<file path="config.mk">
export PLATFORM = sky130hd
export DESIGN_NAME = spv_cmd_core
export DESIGN_NICKNAME = d
export VERILOG_FILES = /design/src/spv_pkg.sv /design/src/spv_cmd_core.sv
export SDC_FILE = /design/constraint.sdc
export NUM_CORES = 2
export LEC_CHECK = 0
export ABC_AREA = 1
export BUFFER_PORTS_ARGS = -buffer_cell sky130_fd_sc_hd__clkbuf_2
export CELL_PAD_IN_SITES_DETAIL_PLACEMENT = 1
export CELL_PAD_IN_SITES_GLOBAL_PLACEMENT = 1
export CORE_MARGIN = 2
export CORE_UTILIZATION = 51
export DETAILED_ROUTE_END_ITERATION = 10
export GPL_TIMING_DRIVEN = 0
export PLACE_DENSITY = 0.95
export SYNTH_ARGS = -nofsm -noshare
export SYNTH_HDL_FRONTEND = slang
export SYNTH_SLANG_ARGS = --single-unit
export TNS_END_PERCENT = 100
</file>
<file path="constraint.sdc">
create_clock -name REF_CLK -period 133.4 [get_ports REF_CLK]
set_clock_uncertainty 0.15 [all_clocks]
set_input_delay 6.67 -clock REF_CLK [delete_from_list [all_inputs] [get_ports REF_CLK]]
set_output_delay 6.67 -clock REF_CLK [all_outputs]
set_load 0.01 [all_outputs]
</file>
<file path="src/spv_pkg.sv">
// Constants and types of the servo position/velocity command block
// What this block does
// - A deviation clear in position control forces the deviation counter to zero.
// - Clear mode 0 to 4 picks level, rising, falling, both edges or off.
// - First in-position output is on while deviation magnitude is within range one.
// - Condition 0 to 3 picks the in-position test; some also need no command.
// - Hold conditions keep in-position on for 0 to 30000 ms after it drops.
// - Second in-position output compares deviation magnitude against its own range two.
// - With inhibit enabled and active, command pulses are ignored and not counted.
// - Inhibit is disabled after reset; one setting enables it.
// - Inhibit input updates only after all samples in the reading period agree.
// - Analog command converts to speed with gain 10 to 2000 rpm per volt.
// - Polarity setting can invert the analog voltage before conversion.
// - Signed offset of -5578 to 5578 steps of 0.359 mV adds to analog input.
// - Analog input passes a first-order lag, time constant 0 to 6400 x 0.01 ms.
// - Speed source 0 to 3 selects analog or presets; analog after reset.
// - Three select inputs pick one of eight presets of -20000 to 20000 rpm.
// - Direction setting takes sign from the value or from the sign input.
package spv_pkg;

    // ==========================================
    // Timing
    localparam int CLK_PERIOD_NS  = 10;
    localparam int CTRL_PERIOD_NS = 10000;
    localparam int CTRL_CYC_DEF   = CTRL_PERIOD_NS / CLK_PERIOD_NS;
    localparam int MS_NS          = 1000000;
    localparam int MS_TICKS       = MS_NS / CTRL_PERIOD_NS;
    localparam int ADC_LSB_UV     = 359;
    localparam int UV_PER_V       = 1000000;

    // ==========================================
    // Register map
    localparam logic [7:0] REG_CTRL    = 8'h00;
    localparam logic [7:0] REG_RANGE1  = 8'h04;
    localparam logic [7:0] REG_RANGE2  = 8'h08;
    localparam logic [7:0] REG_HOLD    = 8'h0c;
    localparam logic [7:0] REG_GAIN    = 8'h10;
    localparam logic [7:0] REG_OFFSET  = 8'h14;
    localparam logic [7:0] REG_FILTER  = 8'h18;
    localparam logic [7:0] REG_STATUS  = 8'h1c;
    localparam logic [7:0] REG_MASK    = 8'h20;
    localparam logic [7:0] REG_DEV     = 8'h24;
    localparam logic [7:0] REG_SPEED   = 8'h28;
    localparam logic [7:0] REG_LIVE    = 8'h2c;
    localparam logic [7:0] REG_PRESET0 = 8'h40;

    // ==========================================
    // Reset values
    localparam logic [18:0] RANGE1_RST = 19'h0000a;
    localparam logic [18:0] RANGE2_RST = 19'h0000a;
    localparam logic [14:0] HOLD_RST   = 15'h0000;
    localparam logic [10:0] GAIN_RST   = 11'h1f4;
    localparam logic [13:0] OFFSET_RST = 14'h0000;
    localparam logic [12:0] FILTER_RST = 13'h0000;

    // ==========================================
    // Status bits
    localparam int ST_CLEAR   = 0;
    localparam int ST_POS1    = 1;
    localparam int ST_POS2    = 2;
    localparam int ST_INHIBIT = 3;
    localparam int ST_W       = 4;

    // ==========================================
    // Mode codes
    localparam logic [2:0] CLR_LEVEL = 3'h0;
    localparam logic [2:0] CLR_RISE  = 3'h1;
    localparam logic [2:0] CLR_FALL  = 3'h2;
    localparam logic [2:0] CLR_BOTH  = 3'h3;
    localparam logic [2:0] CLR_OFF   = 3'h4;
    localparam logic [1:0] SRC_ANALOG  = 2'h0;
    localparam logic [1:0] SRC_PRESET4 = 2'h1;
    localparam logic [1:0] SRC_PRESET8 = 2'h2;
    localparam logic [1:0] SRC_MIXED   = 2'h3;

    // Control register, all fields zero after reset
    typedef struct packed {
        logic [18:0] rsv;
        logic        polarity;
        logic        dir_sel;
        logic [1:0]  spd_src;
        logic [2:0]  inhibit_read;
        logic        inhibit_en;
        logic [1:0]  in_pos_cond;
        logic [2:0]  clear_mode;
    } spv_cfg_t;

endpackage
</file>
<file path="src/spv_cmd_core.sv">
// Servo command core: deviation clear, in-position, pulse inhibit, speed command
//
// The register offsets and the plain strobed port were chosen for this implementation.
module spv_cmd_core
    import spv_pkg::*;
#(
    parameter int CTRL_CYC = CTRL_CYC_DEF
)(
    // Clock and reset
    input  wire logic        REF_CLK,
    input  wire logic        RSTN,
    // Register port
    input  wire logic [7:0]  ADDR,
    input  wire logic [31:0] WDATA,
    input  wire logic        WR,
    input  wire logic        RD,
    output logic      [31:0] RDATA,
    output logic             IRQ,
    // Position path
    input  wire logic        POS_MODE,
    input  wire logic        CMD_PULSE,
    input  wire logic        CMD_DIR,
    input  wire logic        FB_PULSE,
    input  wire logic        FB_DIR,
    input  wire logic        DEVIATION_CLEAR_IN,
    input  wire logic        PULSE_INHIBIT_IN,
    output logic             IN_POSITION_OUT_FIRST,
    output logic             IN_POSITION_OUT_SECOND,
    output logic             INHIBIT_ACTIVE,
    output logic      [31:0] DEVIATION_COUNT,
    // Velocity path
    input  wire logic [15:0] ANALOG_INPUT_FIRST,
    input  wire logic [2:0]  PRESET_SPEED_SEL,
    input  wire logic        SPEED_SIGN_IN,
    output logic      [31:0] SPEED_CMD
);

    localparam logic [15:0] TICK_LAST = 16'(CTRL_CYC - 1);

    function automatic logic [31:0] mag32(input logic signed [31:0] v);
        mag32 = v[31] ? 32'(-v) : 32'(v);
    endfunction

    // ==========================================
    // Registers
    spv_cfg_t                cfg_q;
    logic        [18:0]      range1_q;
    logic        [18:0]      range2_q;
    logic        [14:0]      hold_q;
    logic        [10:0]      gain_q;
    logic signed [13:0]      offset_q;
    logic        [12:0]      filt_q;
    logic        [ST_W-1:0]  status_q;
    logic        [ST_W-1:0]  mask_q;
    logic signed [15:0]      preset_q [8];
    logic        [31:0]      rdata_q;
    logic        [15:0]      tick_cnt_q;
    logic signed [31:0]      dev_q;
    logic                    clr_prev_q;
    logic                    cmd_seen_q;
    logic                    out1_q;
    logic                    out2_q;
    logic        [21:0]      hold_cnt_q;
    logic                    smp_last_q;
    logic        [3:0]       agree_q;
    logic                    inhibit_state_q;
    logic signed [25:0]      filt_y_q;
    logic signed [31:0]      spd_q;

    // ==========================================
    // Register port decode
    wire logic        tick        = (tick_cnt_q == TICK_LAST);
    wire logic        wr_ctrl     = WR && (ADDR == REG_CTRL);
    wire logic        wr_range1   = WR && (ADDR == REG_RANGE1);
    wire logic        wr_range2   = WR && (ADDR == REG_RANGE2);
    wire logic        wr_hold     = WR && (ADDR == REG_HOLD);
    wire logic        wr_gain     = WR && (ADDR == REG_GAIN);
    wire logic        wr_offset   = WR && (ADDR == REG_OFFSET);
    wire logic        wr_filter   = WR && (ADDR == REG_FILTER);
    wire logic        wr_status   = WR && (ADDR == REG_STATUS);
    wire logic        wr_mask     = WR && (ADDR == REG_MASK);
    wire logic        preset_hit  = (ADDR[7:5] == REG_PRESET0[7:5]) && (ADDR[1:0] == 2'h0);
    wire logic        wr_preset   = WR && preset_hit;
    wire logic [2:0]  preset_idx  = ADDR[4:2];

    logic [31:0] rd_val;
    always_comb begin
        if (ADDR == REG_CTRL)
            rd_val = cfg_q;
        else if (ADDR == REG_RANGE1)
            rd_val = {13'h0, range1_q};
        else if (ADDR == REG_RANGE2)
            rd_val = {13'h0, range2_q};
        else if (ADDR == REG_HOLD)
            rd_val = {17'h0, hold_q};
        else if (ADDR == REG_GAIN)
            rd_val = {21'h0, gain_q};
        else if (ADDR == REG_OFFSET)
            rd_val = 32'(offset_q);
        else if (ADDR == REG_FILTER)
            rd_val = {19'h0, filt_q};
        else if (ADDR == REG_STATUS)
            rd_val = {28'h0, status_q};
        else if (ADDR == REG_MASK)
            rd_val = {28'h0, mask_q};
        else if (ADDR == REG_DEV)
            rd_val = dev_q;
        else if (ADDR == REG_SPEED)
            rd_val = spd_q;
        else if (ADDR == REG_LIVE)
            rd_val = {28'h0, inhibit_state_q, out2_q, out1_q, POS_MODE};
        else if (preset_hit)
            rd_val = 32'(preset_q[preset_idx]);
        else
            rd_val = 32'h0;
    end

    always_ff @(posedge REF_CLK or negedge RSTN) begin
        if (!RSTN) begin
            cfg_q    <= '0;
            range1_q <= RANGE1_RST;
            range2_q <= RANGE2_RST;
            hold_q   <= HOLD_RST;
            gain_q   <= GAIN_RST;
            offset_q <= OFFSET_RST;
            filt_q   <= FILTER_RST;
            mask_q   <= '0;
            rdata_q  <= '0;
            for (int i = 0; i < 8; i++) begin
                preset_q[i] <= '0;
            end
        end else begin
            if (wr_ctrl)
                cfg_q <= spv_cfg_t'({19'h0, WDATA[12:0]});
            if (wr_range1)
                range1_q <= WDATA[18:0];
            if (wr_range2)
                range2_q <= WDATA[18:0];
            if (wr_hold)
                hold_q <= WDATA[14:0];
            if (wr_gain)
                gain_q <= WDATA[10:0];
            if (wr_offset)
                offset_q <= WDATA[13:0];
            if (wr_filter)
                filt_q <= WDATA[12:0];
            if (wr_mask)
                mask_q <= WDATA[ST_W-1:0];
            if (wr_preset)
                preset_q[preset_idx] <= WDATA[15:0];
            // Read data stands only in the cycle after the strobe
            rdata_q <= RD ? rd_val : 32'h0;
        end
    end

    // ==========================================
    // Control cycle timer
    always_ff @(posedge REF_CLK or negedge RSTN) begin
        if (!RSTN)
            tick_cnt_q <= '0;
        else
            tick_cnt_q <= tick ? 16'h0 : tick_cnt_q + 16'h1;
    end

    // ==========================================
    // Deviation counter with clear and inhibit
    wire logic inhibit_act = cfg_q.inhibit_en && inhibit_state_q;
    wire logic cmd_ok      = CMD_PULSE && !inhibit_act;
    wire logic clr_rise    = DEVIATION_CLEAR_IN && !clr_prev_q;
    wire logic clr_fall    = !DEVIATION_CLEAR_IN && clr_prev_q;
    wire logic clr_sel     = (cfg_q.clear_mode == CLR_LEVEL) ? DEVIATION_CLEAR_IN :
                             (cfg_q.clear_mode == CLR_RISE)  ? clr_rise :
                             (cfg_q.clear_mode == CLR_FALL)  ? clr_fall :
                             (cfg_q.clear_mode == CLR_BOTH)  ? (clr_rise || clr_fall) : 1'b0;
    wire logic clr_hit     = POS_MODE && clr_sel;

    wire logic signed [31:0] cmd_step = !cmd_ok ? 32'sh0 : (CMD_DIR ? -32'sh1 : 32'sh1);
    wire logic signed [31:0] fb_step  = !FB_PULSE ? 32'sh0 : (FB_DIR ? -32'sh1 : 32'sh1);
    wire logic signed [31:0] dev_d    = clr_hit ? 32'sh0 : dev_q + cmd_step - fb_step;

    always_ff @(posedge REF_CLK or negedge RSTN) begin
        if (!RSTN) begin
            dev_q      <= '0;
            clr_prev_q <= 1'b0;
        end else begin
            dev_q      <= dev_d;
            clr_prev_q <= DEVIATION_CLEAR_IN;
        end
    end

    // ==========================================
    // In-position outputs
    // Tested on dev_d so a clear in the tick cycle is already seen
    wire logic [31:0] dev_mag   = mag32(dev_d);
    wire logic        near1     = dev_mag <= {13'h0, range1_q};
    wire logic        near2     = dev_mag <= {13'h0, range2_q};
    wire logic        no_cmd    = !(cmd_seen_q || cmd_ok);
    wire logic        need_nc   = cfg_q.in_pos_cond[0] ^ cfg_q.in_pos_cond[1];
    wire logic        use_hold  = cfg_q.in_pos_cond[1];
    wire logic        base1     = near1 && (!need_nc || no_cmd);
    wire logic [21:0] hold_load = 22'(32'(hold_q) * MS_TICKS);
    wire logic        holding   = use_hold && (hold_cnt_q != 22'h0);
    wire logic        out1_d    = base1 || holding;

    always_ff @(posedge REF_CLK or negedge RSTN) begin
        if (!RSTN) begin
            out1_q     <= 1'b0;
            out2_q     <= 1'b0;
            cmd_seen_q <= 1'b0;
            hold_cnt_q <= '0;
        end else if (tick) begin
            out1_q     <= out1_d;
            out2_q     <= near2;
            cmd_seen_q <= 1'b0;
            if (base1)
                hold_cnt_q <= hold_load;
            else if (holding)
                hold_cnt_q <= hold_cnt_q - 22'h1;
            else
                hold_cnt_q <= 22'h0;
        end else if (cmd_ok) begin
            cmd_seen_q <= 1'b1;
        end
    end

    // ==========================================
    // Inhibit input reading
    // One sample per control cycle; setting s needs 2s+1 agreeing samples, 9 for any setting above 4
    wire logic [2:0] read_set  = (cfg_q.inhibit_read > 3'h4) ? 3'h4 : cfg_q.inhibit_read;
    wire logic [3:0] need_m1   = {read_set, 1'b0};
    wire logic       smp_same  = (PULSE_INHIBIT_IN == smp_last_q);
    wire logic [3:0] agree_d   = !smp_same ? 4'h0 : ((agree_q == 4'hf) ? agree_q : agree_q + 4'h1);
    wire logic       inh_upd   = tick && (agree_d >= need_m1);

    always_ff @(posedge REF_CLK or negedge RSTN) begin
        if (!RSTN) begin
            smp_last_q      <= 1'b0;
            agree_q         <= '0;
            inhibit_state_q <= 1'b0;
        end else if (tick) begin
            smp_last_q <= PULSE_INHIBIT_IN;
            agree_q    <= agree_d;
            if (inh_upd)
                inhibit_state_q <= PULSE_INHIBIT_IN;
        end
    end

    // ==========================================
    // Analog speed command
    wire logic signed [17:0] ain_ofs  = 18'($signed(ANALOG_INPUT_FIRST)) + 18'(offset_q);
    wire logic signed [17:0] ain_pol  = cfg_q.polarity ? -ain_ofs : ain_ofs;
    wire logic signed [26:0] filt_x   = 27'($signed({ain_pol, 8'h0}));
    wire logic signed [26:0] filt_dif = filt_x - 27'(filt_y_q);
    wire logic signed [26:0] filt_den = $signed({14'h0, filt_q}) + 27'sh1;
    wire logic signed [26:0] filt_stp = filt_dif / filt_den;
    wire logic signed [25:0] filt_y_d = 26'(27'(filt_y_q) + filt_stp);
    // Full scale of 10 V at 2000 rpm/V stays well inside 48 bits
    wire logic signed [47:0] ana_prod = 48'($signed(filt_y_q[25:8])) * 48'($signed({1'b0, gain_q}))
                                        * 48'(ADC_LSB_UV);
    wire logic signed [31:0] ana_rpm  = 32'(ana_prod / 48'(UV_PER_V));

    // ==========================================
    // Speed source and direction
    wire logic [2:0]         sel_idx    = (cfg_q.spd_src == SRC_PRESET4) ?
                                          {1'b0, PRESET_SPEED_SEL[1:0]} : PRESET_SPEED_SEL;
    wire logic signed [31:0] preset_ext = 32'(preset_q[sel_idx]);
    wire logic               use_ana    = (cfg_q.spd_src == SRC_ANALOG) ||
                                          ((cfg_q.spd_src == SRC_MIXED) && (PRESET_SPEED_SEL == 3'h7));
    wire logic signed [31:0] raw_spd    = use_ana ? ana_rpm : preset_ext;
    wire logic [31:0]        spd_mag    = mag32(raw_spd);
    wire logic signed [31:0] spd_d      = !cfg_q.dir_sel ? raw_spd :
                                          (SPEED_SIGN_IN ? -$signed(spd_mag) : $signed(spd_mag));

    always_ff @(posedge REF_CLK or negedge RSTN) begin
        if (!RSTN) begin
            filt_y_q <= '0;
            spd_q    <= '0;
        end else if (tick) begin
            filt_y_q <= filt_y_d;
            spd_q    <= spd_d;
        end
    end

    // ==========================================
    // Interrupt status, a new event wins over a same-cycle clear
    wire logic [ST_W-1:0] ev;
    assign ev[ST_CLEAR]   = clr_hit;
    assign ev[ST_POS1]    = tick && out1_d && !out1_q;
    assign ev[ST_POS2]    = tick && near2 && !out2_q;
    assign ev[ST_INHIBIT] = inh_upd && (PULSE_INHIBIT_IN != inhibit_state_q);
    wire logic [ST_W-1:0] w1c = wr_status ? WDATA[ST_W-1:0] : '0;

    always_ff @(posedge REF_CLK or negedge RSTN) begin
        if (!RSTN)
            status_q <= '0;
        else
            status_q <= (status_q & ~w1c) | ev;
    end

    // ==========================================
    // Outputs
    assign RDATA                  = rdata_q;
    assign IRQ                    = |(status_q & mask_q);
    assign IN_POSITION_OUT_FIRST  = out1_q;
    assign IN_POSITION_OUT_SECOND = out2_q;
    assign INHIBIT_ACTIVE         = inhibit_act;
    assign DEVIATION_COUNT        = dev_q;
    assign SPEED_CMD              = spd_q;
endmodule

</file>
==> impl_metrics.py <==
metrics = {
    "global_route": {
        "grt_pass1_wl_um": 467600,
        "grt-ovfl-total": 0,
        "grt_antenna_before_repair": 8,
        "track_usage": 0.4018,
        "grt_pass1_vias": 85236,
        "grt_max_degree": 114,
    },
    "floorplanning": {
        "num_io_pins": 171,
        "fp.dieH_um": 381.2,
        "core_region_area_mm2": 0.1414,
        "initial_core_util": 0.5132,
        "num_rows": 138,
        "dieArea_mm2": 0.1453,
        "die_w_um": 381.2,
    },
    "placed_design": {
        "io_buffers": 152,
        "gp_congestion": 1.010,
        "dpl.hpwl_um": 240100,
        "placed_area_mm2": 0.07604,
    },
    "min_path": {
        "worstHoldEndpoint": "preset_q[95]",
        "min_from": "preset_q[95]",
        "hold_depth": 2,
        "hold_class": "flop to flop",
    },
    "critical_path": {
        "critical_path_required_ns": 133.73,
        "reg2reg_to": "filt_y_q[24]",
        "crit_path_top_delay_cell": "nor3_1",
        "reg2reg_from": "offset_q[0]",
        "max_stage_delay_ns": 0.58,
        "worst_setup_path_start_kind": "input port",
        "crit_type": "input port to flop",
        "reg2reg_depth": 558,
        "cp_max_fo": 10,
        "worstPathArrival_ns": 106.17,
        "cp-end-kind": "flop",
        "r2r_slack_ns": 33.36,
    },
    "yosys": {
        "async_reset_ff_frac": 1.000,
        "syn_area_mm2": 0.07257,
        "yosysTopAreaCell": "dfrtp_1",
        "synth_cell_types": 90,
        "avgSynthCellArea_um2": 6.581,
        "synth.net_count": 12090,
        "synthCells": 11028,
        "yosys-top-cells-area": "dfrtp_1 14%, nand2_1 13%, ha_1 11%",
        "synth_edf_count": 0,
        "seq_area_frac_synth": 0.1415,
        "synth_flop_cell": "dfrtp_1",
        "yosysWarnings": 0,
        "synth_top_area_share": 0.1379,
        "ys_seq_elements": 410,
    },
    "detailed_routing": {
        "avgRoutedWirePerCell_um": 22.78,
        "ant_nets": 0,
        "drtIter0Drc": 6028,
        "first_pass_iters": 6,
        "remaining_drc_errors": 0,
        "avgViaCountPerCell": 6.040,
        "wl_um": 300000,
        "vias": 79522,
    },
    "layout": {
        "mostFrequentLayoutCell": "nand2_1",
        "fillers": 19340,
        "area_delta_synth_final_pct": 6.767,
        "layout_common_cells": "2553 x nand2_1, 1844 x inv_1, 798 x o21ai_0, 771 x nor2_1, 661 x nand3_1",
        "fin_area_mm2": 0.07748,
        "final_util": 0.5479,
        "drive_gt1_frac": 0.1074,
        "nNetsFinal": 12298,
    },
    "sta": {
        "max_freq_ghz": 0.009448,
        "slew_violations": 0,
        "fin_crit_ns": 105.84,
        "rsz0062_at_grt": "no",
        "max-slew-margin-rel": 0.03643,
        "fin_setup_tns_ns": 0,
        "worst_slew_pin_slew_ns": 1.445,
        "setup_viol": 0,
        "finalCritPeriodShare": 0.7934,
        "hold_viol_final": 0,
    },
    "clock_tree": {
        "numClockSinks": 410,
        "clockRootBuffer": "clkbuf_16",
        "cts_resized": 0,
        "cts_setup_buffers": 0,
        "cts_buffer_depth": 3,
        "worst_skew_pair.late_latency_ns": 0.64,
        "h-tree-depth": 2,
        "cts_made_buffers": 43,
        "cts_hold_buf": 0,
        "cts_tree": "yes",
        "clk_pin_slew_ns": 0.07,
    },
    "run": {
        "drv_cap": 0,
    },
    "run_status": {
        "status": "complete, no violations",
    },
}
-- cell usage after synthesis, types with 138 or more instances --
cell type,number
a21oi_1,518
clkbuf_1,208
dfrtp_1,400
fa_1,336
ha_1,655
inv_1,1845
nand2_1,2557
nand2_2,376
nand3_1,661
nand4_1,160
nor2_1,771
nor3_1,138
o21ai_0,798
xnor2_1,151
xor2_1,370
-- per-layer routing --
| layer | up-vias | global-route usage | routed length [um] |
|---|---|---|---|
| met3 | 1479 | 0.08255 | 23780 |
| met4 | 4 | 0.2855 | 24160 |
| met2 | 3753 | 0.6715 | 139600 |
| met1 | 38734 | 0.4570 | 112400 |
| li1 | 35552 | - | - |
| met5 | - | 0 | 21 |
-- stage by stage --
stage                     hold WS (ns)  setup slack [ns]  std cells
final                           0.3361             27.56      13166
after global routing            0.3663             17.83      13160
after CTS                       0.3380             29.48      13159
after detailed placement        0.3226             29.61      13081
after global placement          0.3021             36.38      13070
after floorplan                 0.2795             51.29      11028
-- layout make-up --
| class | count | area [um2] | share of cell area |
|---|---|---|---|
| Timing Repair Buffer | 163 | 1045 | 0.01348 |
| Antenna cell | 7 | 17.52 | 0.0002261 |
| Multi-Input combinational cell | 8351 | 53270 | 0.6875 |
| Buffer | 277 | 1521 | 0.01964 |
| Sequential cell | 410 | 10270 | 0.1326 |
| Clock inverter | 25 | 249.0 | 0.003214 |
| Clock buffer | 53 | 1164 | 0.01502 |
| Inverter | 1990 | 7579 | 0.09781 |
| Tap cell | 1890 | 2365 | 0.03052 |
-- how the worst max path moves through the flow --
stage	startpoint	to	depth (start not counted)
3_5_place_dp	ANALOG_INPUT_FIRST[0]	filt_y_q[24]	557
5_1_grt	ANALOG_INPUT_FIRST[0]	filt_y_q[24]	561
2_1_floorplan	ANALOG_INPUT_FIRST[0]	filt_y_q[25]	550
6_report	ANALOG_INPUT_FIRST[0]	filt_y_q[24]	559
4_1_cts	ANALOG_INPUT_FIRST[0]	filt_y_q[24]	556
3_3_place_gp	ANALOG_INPUT_FIRST[0]	filt_y_q[25]	551
-- critical path, delay by kind of cell --
| kind | cells | cell delay, ns |
|---|---|---|
| AOI/OAI and AO/OA | 218 | 41.32 |
| xor gates and xnor gates | 5 | 1.31 |
| adders and majority gates | 31 | 10.14 |
| buffers and inverters | 129 | 22.21 |
| and+or+nand+nor | 176 | 24.30 |
-- kinds of logic (layout without fill, tap and decap cells) --
kind of cell | Yosys count | in the layout | share of synthesized area
xor gates and xnor gates | 522 | 522 | 0.06310
buffers and inverters | 2267 | 2508 | 0.1254
DFF | 410 | 410 | 0.1415
adders and majority gates | 991 | 991 | 0.2056
other | 0 | 7 | 0
and+or+nand+nor | 5108 | 5108 | 0.3309
AOI/OAI and AO/OA | 1730 | 1730 | 0.1334
-- registers in the layout, summed over array words and instances, names as in the netlist, 19 cells and up --
name,cells
range1_q,19
hold_cnt_q,22
DEVIATION_COUNT,32
SPEED_CMD,32
range2_q,19
RDATA,32
filt_y_q,26
preset_q,128
Power is left out: the tool's default activity adds up to more than one toggle a clock period on the data nets, which glitch-free logic cannot reach.
